==> src/inc/gio_regs.vh <==
// register offsets, field positions, codes and reset values of the gpio logic cell
`ifndef GIO_REGS_VH
`define GIO_REGS_VH

`define GIO_ADDR_W        8
`define GIO_CTRL_ADDR     8'h00
`define GIO_DONE_ADDR     8'h04
`define GIO_STAT_ADDR     8'h08

`define GIO_MODE_LSB      0
`define GIO_MODE_MSB      1
`define GIO_USED_BIT      2
`define GIO_DOUBLE_EDGE_IO_BIT      3
`define GIO_IN_REG_BIT    4
`define GIO_OUT_REG_BIT   5
`define GIO_OE_REG_BIT    6
`define GIO_IN_EDGE_BIT   7
`define GIO_OUT_EDGE_BIT  8
`define GIO_OE_EDGE_BIT   9
`define GIO_INVERT_BIT    10
`define GIO_RESYNC_BIT    11
`define GIO_PULL_LSB      12
`define GIO_PULL_MSB      13
`define GIO_SCHMITT_BIT   14
`define GIO_DRIVE_LSB     15
`define GIO_DRIVE_MSB     16
`define GIO_SLEW_BIT      17
`define GIO_ALT_BIT       18
`define GIO_CTRL_MASK     32'h0007_ffff
`define GIO_CTRL_RST      32'h0000_1000

`define GIO_MODE_INPUT    2'h0
`define GIO_MODE_OUTPUT   2'h1
`define GIO_MODE_BIDIR    2'h2
`define GIO_MODE_CLKOUT   2'h3

`define GIO_PULL_NONE     2'h0
`define GIO_PULL_UP       2'h1
`define GIO_PULL_DOWN     2'h2

`define GIO_EDGE_RISE     1'b0
`define GIO_EDGE_FALL     1'b1

`define GIO_STAT_PAD_BIT  0
`define GIO_STAT_IN_LSB   1
`define GIO_STAT_IN_MSB   2
`define GIO_STAT_DONE_BIT 3
`define GIO_STAT_OE_BIT   4
`define GIO_STAT_OUT_BIT  5

`endif

==> src/verilog/gio_sync.v <==
// two-flop synchroniser for a group of asynchronous levels
module gio_sync #(
	parameter WIDTH = 4
) (
	input  wire             clk_sys,
	input  wire             reset_n,
	input  wire [WIDTH-1:0] async_in,
	output wire [WIDTH-1:0] sync_out
);
	genvar i;
	generate
		for (i = 0; i < WIDTH; i = i + 1) begin : g_bit
			reg meta_q;
			reg sync_q;
			always @(posedge clk_sys) begin
				if (!reset_n) begin
					meta_q <= 1'b0;
					sync_q <= 1'b0;
				end else begin
					meta_q <= async_in[i];
					sync_q <= meta_q;
				end
			end
			assign sync_out[i] = sync_q;
		end
	endgenerate
endmodule

==> src/verilog/gio_edge_reg.v <==
// data register loaded on a chosen edge of a sampled clock
module gio_edge_reg (
	input  wire clk_sys,
	input  wire reset_n,
	input  wire rise,
	input  wire fall,
	input  wire edge_sel,
	input  wire d,
	output wire q
);
	reg data_q;
	wire load;

	assign load = edge_sel ? fall : rise;

	always @(posedge clk_sys) begin
		if (!reset_n) begin
			data_q <= 1'b0;
		end else if (load) begin
			data_q <= d;
		end
	end

	assign q = data_q;
endmodule

==> src/verilog/gio_io_logic_cell.v <==
// gpio logic cell: apb configuration, receive, transmit, enable and pad control
//
// Summary of operation
// input mode: receive only, optional edge register
// alternate input passes pad without register
// double-edge input: rise and fall captures
// output mode: transmit only, optional edge register
// optional inversion of output register value
// double-edge output: two registers muxed on pad
// bidir: all paths, rx and tx clocks
// bidir: independent registering and edge selects
// clock-output mode drives global clock onto pad
// enable controls driver; off means high impedance
// during configuration: tristate with pull-up
// unused pins: tristate, pull-up or optional pull-down
// selectable schmitt input and weak pulls
// four drive strengths, slew on means slow
// alternate input feeds another block directly
// double-edge bit zero rise, bit one fall
// resync delays fall sample by half period
// settings static, frozen once configuration ends
`include "gio_regs.vh"

module gio_io_logic_cell (
	input  wire        clk_sys,
	input  wire        reset_n,
	input  wire [7:0]  paddr,
	input  wire        psel,
	input  wire        penable,
	input  wire        pwrite,
	input  wire [31:0] pwdata,
	output reg  [31:0] prdata,
	output wire        pready,
	output wire        pslverr,
	input  wire        rx_clock,
	input  wire        tx_clock,
	input  wire        global_clock_line,
	input  wire [1:0]  core_out,
	input  wire        core_oe,
	output wire [1:0]  core_in,
	output wire        alternate_input,
	input  wire        pad_in,
	output wire        pad_out,
	output wire        pad_oe_n,
	output wire        pad_pull_up,
	output wire        pad_pull_down,
	output wire        pad_schmitt,
	output wire [1:0]  pad_drive,
	output wire        pad_slew_slow
);
	reg  [31:0] ctrl_q;
	reg         done_q;
	reg         rx_clk_p_q;
	reg         tx_clk_p_q;
	reg  [1:0]  core_in_q;
	reg         pad_out_q;
	reg         pad_oe_n_q;
	reg         pull_up_q;
	reg         pull_down_q;
	reg         schmitt_q;
	reg  [1:0]  drive_q;
	reg         slew_q;

	wire [3:0]  sync_in;
	wire [3:0]  sync_out;
	wire        pad_s;
	wire        rx_clk_s;
	wire        tx_clk_s;
	wire        global_clock_line_s;
	wire        rx_rise;
	wire        rx_fall;
	wire        tx_rise;
	wire        tx_fall;

	wire [1:0]  mode;
	wire        used;
	wire        double_edge_io;
	wire        in_reg;
	wire        out_reg;
	wire        oe_reg;
	wire        in_edge;
	wire        out_edge;
	wire        oe_edge;
	wire        invert;
	wire        resync;
	wire [1:0]  pull;
	wire        alt_en;

	wire        in_q;
	wire        in_r_q;
	wire        in_f_q;
	wire        in_rs_q;
	wire        out_q;
	wire        out_r_q;
	wire        out_f_q;
	wire        oe_q;
	wire [7:0]  er_sel;
	wire [7:0]  er_d;
	wire [7:0]  er_q;

	wire        acc;
	wire        wr;
	wire        hit_ctrl;
	wire        hit_done;
	wire        hit_stat;
	wire        mapped;

	reg  [1:0]  core_in_d;
	reg         pad_out_d;
	reg         oe_d;
	reg         pull_up_d;
	reg         pull_down_d;
	reg         tx_val;

	// pad and clock pins are asynchronous to clk_sys
	assign sync_in = {global_clock_line, tx_clock, rx_clock, pad_in};

	gio_sync #(
		.WIDTH(4)
	) u_sync (
		.clk_sys (clk_sys),
		.reset_n (reset_n),
		.async_in(sync_in),
		.sync_out(sync_out)
	);

	assign pad_s    = sync_out[0];
	assign rx_clk_s = sync_out[1];
	assign tx_clk_s = sync_out[2];
	assign global_clock_line_s   = sync_out[3];

	always @(posedge clk_sys) begin
		if (!reset_n) begin
			rx_clk_p_q <= 1'b0;
			tx_clk_p_q <= 1'b0;
		end else begin
			rx_clk_p_q <= rx_clk_s;
			tx_clk_p_q <= tx_clk_s;
		end
	end

	assign rx_rise = rx_clk_s & ~rx_clk_p_q;
	assign rx_fall = ~rx_clk_s & rx_clk_p_q;
	assign tx_rise = tx_clk_s & ~tx_clk_p_q;
	assign tx_fall = ~tx_clk_s & tx_clk_p_q;

	// configuration fields
	assign mode     = ctrl_q[`GIO_MODE_MSB:`GIO_MODE_LSB];
	assign used     = ctrl_q[`GIO_USED_BIT];
	assign double_edge_io     = ctrl_q[`GIO_DOUBLE_EDGE_IO_BIT];
	assign in_reg   = ctrl_q[`GIO_IN_REG_BIT];
	assign out_reg  = ctrl_q[`GIO_OUT_REG_BIT];
	assign oe_reg   = ctrl_q[`GIO_OE_REG_BIT];
	assign in_edge  = ctrl_q[`GIO_IN_EDGE_BIT];
	assign out_edge = ctrl_q[`GIO_OUT_EDGE_BIT];
	assign oe_edge  = ctrl_q[`GIO_OE_EDGE_BIT];
	assign invert   = ctrl_q[`GIO_INVERT_BIT];
	assign resync   = ctrl_q[`GIO_RESYNC_BIT];
	assign pull     = ctrl_q[`GIO_PULL_MSB:`GIO_PULL_LSB];
	assign alt_en   = ctrl_q[`GIO_ALT_BIT];

	// apb slave, zero wait states
	assign acc      = psel & penable;
	assign wr       = acc & pwrite;
	assign hit_ctrl = (paddr == `GIO_CTRL_ADDR);
	assign hit_done = (paddr == `GIO_DONE_ADDR);
	assign hit_stat = (paddr == `GIO_STAT_ADDR);
	assign mapped   = hit_ctrl | hit_done | hit_stat;
	assign pready   = 1'b1;
	assign pslverr  = acc & ~mapped;

	always @(posedge clk_sys) begin
		if (!reset_n) begin
			ctrl_q <= `GIO_CTRL_RST;
			done_q <= 1'b0;
		end else if (wr && !done_q) begin
			if (hit_ctrl) begin
				ctrl_q <= pwdata & `GIO_CTRL_MASK;
			end
			if (hit_done) begin
				done_q <= pwdata[0];
			end
		end
	end

	always @* begin
		prdata = 32'h0000_0000;
		if (psel && !pwrite) begin
			if (hit_ctrl) begin
				prdata = ctrl_q;
			end else if (hit_done) begin
				prdata = {31'h0000_0000, done_q};
			end else if (hit_stat) begin
				prdata[`GIO_STAT_PAD_BIT] = pad_s;
				prdata[`GIO_STAT_IN_MSB:`GIO_STAT_IN_LSB] = core_in_q;
				prdata[`GIO_STAT_DONE_BIT] = done_q;
				prdata[`GIO_STAT_OE_BIT] = ~pad_oe_n_q;
				prdata[`GIO_STAT_OUT_BIT] = pad_out_q;
			end
		end
	end

	// edge registers: 0 rx, 1 rx rise, 2 rx fall, 3 resync, 4 tx, 5 tx rise, 6 tx fall, 7 oe
	assign er_sel = {oe_edge, `GIO_EDGE_FALL, `GIO_EDGE_RISE, out_edge,
		`GIO_EDGE_RISE, `GIO_EDGE_FALL, `GIO_EDGE_RISE, in_edge};
	assign er_d   = {core_oe, core_out[1], core_out[0], core_out[0],
		in_f_q, pad_s, pad_s, pad_s};
	assign {oe_q, out_f_q, out_r_q, out_q, in_rs_q, in_f_q, in_r_q, in_q} = er_q;

	genvar k;
	generate
		for (k = 0; k < 8; k = k + 1) begin : g_edge
			// entries 0 to 3 follow the rx clock, 4 to 7 the tx clock
			gio_edge_reg u_reg (
				.clk_sys (clk_sys),
				.reset_n (reset_n),
				.rise    ((k < 4) ? rx_rise : tx_rise),
				.fall    ((k < 4) ? rx_fall : tx_fall),
				.edge_sel(er_sel[k]),
				.d       (er_d[k]),
				.q       (er_q[k])
			);
		end
	endgenerate

	// path selection
	always @* begin
		core_in_d   = 2'h0;
		pad_out_d   = 1'b0;
		oe_d        = 1'b0;
		pull_up_d   = 1'b1;
		pull_down_d = 1'b0;
		tx_val      = 1'b0;
		if (double_edge_io) begin
			tx_val = (tx_clk_s ? out_r_q : out_f_q) ^ invert;
		end else if (out_reg) begin
			tx_val = out_q ^ invert;
		end else begin
			tx_val = core_out[0];
		end
		if (done_q) begin
			if (used) begin
				case (mode)
					`GIO_MODE_INPUT: begin
						oe_d = 1'b0;
					end
					`GIO_MODE_OUTPUT: begin
						oe_d      = 1'b1;
						pad_out_d = tx_val;
					end
					`GIO_MODE_BIDIR: begin
						oe_d      = oe_reg ? oe_q : core_oe;
						pad_out_d = tx_val;
					end
					`GIO_MODE_CLKOUT: begin
						oe_d      = 1'b1;
						pad_out_d = global_clock_line_s;
					end
					default: begin
						oe_d = 1'b0;
					end
				endcase
				if (mode == `GIO_MODE_INPUT || mode == `GIO_MODE_BIDIR) begin
					if (double_edge_io) begin
						core_in_d = {resync ? in_rs_q : in_f_q, in_r_q};
					end else begin
						core_in_d = {1'b0, in_reg ? in_q : pad_s};
					end
				end
				pull_up_d   = (pull == `GIO_PULL_UP);
				pull_down_d = (pull == `GIO_PULL_DOWN);
			end else begin
				pull_up_d   = (pull != `GIO_PULL_DOWN);
				pull_down_d = (pull == `GIO_PULL_DOWN);
			end
		end
	end

	always @(posedge clk_sys) begin
		if (!reset_n) begin
			core_in_q   <= 2'h0;
			pad_out_q   <= 1'b0;
			pad_oe_n_q  <= 1'b1;
			pull_up_q   <= 1'b1;
			pull_down_q <= 1'b0;
			schmitt_q   <= 1'b0;
			drive_q     <= 2'h0;
			slew_q      <= 1'b0;
		end else begin
			core_in_q   <= core_in_d;
			pad_out_q   <= pad_out_d & oe_d;
			pad_oe_n_q  <= ~oe_d;
			pull_up_q   <= pull_up_d;
			pull_down_q <= pull_down_d;
			schmitt_q   <= done_q & ctrl_q[`GIO_SCHMITT_BIT];
			drive_q     <= done_q ? ctrl_q[`GIO_DRIVE_MSB:`GIO_DRIVE_LSB] : 2'h0;
			slew_q      <= done_q & ctrl_q[`GIO_SLEW_BIT];
		end
	end

	// unregistered alternate path to neighbouring blocks
	assign alternate_input = done_q & used & alt_en & (mode == `GIO_MODE_INPUT) & pad_s;

	assign core_in       = core_in_q;
	assign pad_out       = pad_out_q;
	assign pad_oe_n      = pad_oe_n_q;
	assign pad_pull_up   = pull_up_q;
	assign pad_pull_down = pull_down_q;
	assign pad_schmitt   = schmitt_q;
	assign pad_drive     = drive_q;
	assign pad_slew_slow = slew_q;
endmodule

==> config.mk <==
export PLATFORM = sky130hd
export DESIGN_NAME = gio_io_logic_cell
export DESIGN_NICKNAME = d
export VERILOG_FILES = /design/src/verilog/gio_sync.v /design/src/verilog/gio_edge_reg.v /design/src/verilog/gio_io_logic_cell.v
export VERILOG_INCLUDE_DIRS = /design/src /design/src/inc
export SDC_FILE = /design/constraint.sdc
export NUM_CORES = 1
export LEC_CHECK = 0
export BUFFER_PORTS_ARGS = -buffer_cell sky130_fd_sc_hd__clkbuf_2
export CORE_ASPECT_RATIO = 0.7
export CORE_MARGIN = 4
export CORE_UTILIZATION = 47
export CTS_CLUSTER_SIZE = 25
export DETAILED_ROUTE_END_ITERATION = 16
export GPL_ROUTABILITY_DRIVEN = 0
export PLACE_DENSITY = 0.79
export SKIP_LAST_GASP = 1
export SLEW_MARGIN = 25
export SYNTH_ARGS = -nofsm -noshare
export SYNTH_HDL_FRONTEND = slang
export SYNTH_SLANG_ARGS = --single-unit
==> constraint.sdc <==
create_clock -name clk_sys -period 1.85 [get_ports clk_sys]
set_input_delay 0.0925 -clock clk_sys [delete_from_list [all_inputs] [get_ports clk_sys]]
set_output_delay 0.0925 -clock clk_sys [all_outputs]
set_load 0.1 [all_outputs]
==> results_dict.tcl <==
set metrics [dict create \
    place_hpwl_um 3740 \
    die_w_um 90.3 \
    holdCritPathClass "primary input to register" \
    clk_latency_ps 290 \
    synth_adder_area_share_pct 2.70 \
    yosysTopAreaCell "dfxtp_1" \
    setup.worst_path.class "primary input to output port" \
    maxCapViolCount 0 \
    grt_pass1_wl_um 7810 \
    p_leak_nw 1.24 \
    portBuffers 69 \
    irDropWorstVdd_v 0.000348 \
    crit_chain "clkbuf_2 -> or4_4 -> buf_4 -> nor3_1 -> buf_4 -> a22oi_1 -> nor2_4 -> buf_12" \
    io_pins 97 \
    crit_top_cell "buf_4" \
    synth_simple_gate_area_share_pct 25.2 \
    cts_sinks 48 \
    ys_warn_count 0 \
    synthMuxAreaShare_pct 14.9 \
    initial_utilization_pct 50.0 \
    synth_compound_area_share_pct 4.94 \
    slowest_stage "or4_4" \
    slew_violations 0 \
    grt_max_degree 45 \
    cp_max_fo 6 \
    synth_top_area_share_pct 43.1 \
    async_reset_ff_share_pct 0 \
    fin_crit_sh_pct 96.1 \
    vias 1759 \
    syn_inst 227 \
    setup_viol 0 \
    cts.clk_slew.worst_paths_ps 70 \
    cp_slowest_stage_delay_ps 570 \
    core_area_mm2 0.00445 \
    skew_ps 6.39 \
    worst_pin_slew_ps 560 \
    period_needed_ps 1780 \
    hold_violations 0 \
    syn2layout_area_growth_pct 40.7 \
    synth_area_leaders "dfxtp_1 43%, mux2i_1 14%, nor2b_1 8.4%, and2_1 6.2%, buf_4 4.7%" \
    vias_per_cell 4.87 \
    yosys.area_share.xor_xnor_pct 0.786 \
    root_buffer "clkbuf_8" \
    worstPathRequired_ps 1760 \
    ff2ff_setup_slack_ps 380 \
    avgSynthCellArea_um2 9.82 \
    first_pass_iters 4 \
    critical-path-top-delay-family "simple AND/OR/NAND/NOR gates" \
    rsz0062_at_grt "false" \
    critPathBufInv 4 \
    outcome "finished, final reports clean" \
    wl_per_cell_um 13.5 \
    drc 0 \
    synth-seq-area-share_pct 43.1 \
    drtAntennaViolNets 0 \
    first_global_vias 1706 \
    finalNetCount 362 \
    fmax_ghz 0.562 \
    synth_edf_count 0 \
    start_kind "primary input" \
    synth_top_family_by_area "simple AND/OR/NAND/NOR gates" \
    p_per_area_mw_per_mm2 602 \
    cts_tree "built" \
    die-area_mm2 0.00592 \
    finalPower_mw 1.89 \
    netlist_area_mm2 0.00223 \
    num_rows 20 \
    final_core_util_pct 70.4 \
    cts_made_buffers 5 \
    max_slew_margin_pct 62.8 \
    synth_cell_types 38 \
    synth-seq-cells 48 \
    drtIter0Drc 33 \
    die_h_um 65.6 \
    synth_flop_cell "dfxtp_1" \
    grt_overflow 0 \
    antennaDiodeCount 0 \
    clock_path_buffers 2 \
    antenna_found_initial 0 \
    crit_arrival_ps 1690 \
    grtUsageTotal_pct 16.6 \
    endpoint_kind "output port" \
    drive_above_1_share_pct 37.6 \
    wl_um 4890 \
    hold_ws_ps 12.1 \
    cts.htree.levels 2 \
]
==> metrics by stage <==
stage	setup TNS (ps)	cells	instance area [um^2]	setup WS (ps)
finish	0	361	3140	71.6
global route	0	361	3140	13.2
CTS	0	361	3120	64.4
detailed placement	-32.8	351	3010	-22.7
global placement	-11.0	351	3010	-5.75
floorplan	-489	239	2360	-429
==> state kept, by name, indices dropped and copies added, names as in the netlist, 2 cells and up <==
| signal | flops |
|---|---|
| u_sync.g_bit.meta_q | 4 |
| core_in | 2 |
| pad_drive | 2 |
| g_edge.u_reg.q | 8 |
| u_sync.g_bit.sync_q | 4 |
| ctrl_q | 19 |
==> placed cells by master, fill, tap and decap left out, types with 3 or more instances in the layout <==
master / count
buf_4: 11
ha_1: 4
and2_1: 12
dfxtp_1: 48
clkbuf_2: 49
nor2b_1: 30
a22oi_1: 4
mux2i_1: 32
buf_12: 21
a21oi_1: 5
dlygate4sd3_1: 3
inv_1: 5
and3_1: 5
clkbuf_8: 5
nand3_1: 4
nor3_1: 3
nor2_4: 5
conb_1: 14
nor2_1: 5
and2_2: 10
nor4_4: 3
==> logic make-up after synthesis <==
kind of cell / after synthesis
adders and majority gates: 5
DFF: 48
buffers and inverters: 29
xor gates and xnor gates: 2
and+or+nand+nor: 92
other: 2
AOI/OAI and AO/OA: 16
muxes: 33
==> path summary, 6_finish.rpt <==
check                                     from                           endpoint  depth (start not counted)
max                                   paddr[7]                          prdata[2]                          8
min                          global_clock_line  u_sync.g_bit[3].meta_q$_SDFF_PN0_                          2
max reg2reg                done_q$_SDFFE_PN0P_            ctrl_q[17]$_SDFFE_PN0P_                          4
min reg2reg  u_sync.g_bit[2].meta_q$_SDFF_PN0_  u_sync.g_bit[2].sync_q$_SDFF_PN0_                          1
==> layout make-up <==
cell class / count / area (um^2)
fillers: 331 / 1320
multi-input cells: 162 / 1230
flip-flops and latches: 48 / 961
repair buffers: 84 / 778
clock buffers: 6 / 72.6
well taps: 55 / 68.8
inverters: 5 / 18.8
clock inverters: 1 / 5.00
==> power breakdown <==
part	switching, mW	total (mW)	leakage, nW	internal (mW)
Sequential	0.00702	1.05	0.389	1.04
Clock	0.312	0.569	0.0410	0.257
Combinational	0.190	0.265	0.809	0.0752
Total	0.509	1.89	1.24	1.38
==> routing by layer <==
metal  up-vias  GRT usage (%)  wire (um)
li1        893              -          -
met1       813           21.3       2200
met2        51           26.9       2330
met3         2           6.06        349
met4         0           4.01         13
met5         -              0          0
==> synthesized netlist by cell type, types with 2 or more instances <==
| cell | count |
|---|---|
| dfxtp_1 | 48 |
| mux2i_1 | 32 |
| nor2b_1 | 30 |
| and2_1 | 22 |
| buf_4 | 14 |
| nor2_1 | 11 |
| clkbuf_1 | 6 |
| a21oi_1 | 5 |
| and3_1 | 5 |
| inv_1 | 5 |
| a22oi_1 | 4 |
| ha_1 | 4 |
| nand3_1 | 4 |
| nor3_1 | 4 |
| nor4_1 | 3 |
| a211oi_1 | 2 |
| buf_2 | 2 |
| buf_6 | 2 |
| conb_1 | 2 |
| nand2_1 | 2 |
| or2_2 | 2 |
| xnor2_1 | 2 |
==> what timing repair did <==
item | in CTS | in global routing
gates resized for setup | 1 | 2
hold buffers | 3 | 0
buffers inserted | 0 | 0
endpoints found under the setup margin | 4 | 6
hold endpoints to repair | 3 | 0
Note: power is estimated with default switching activity, not from simulation.
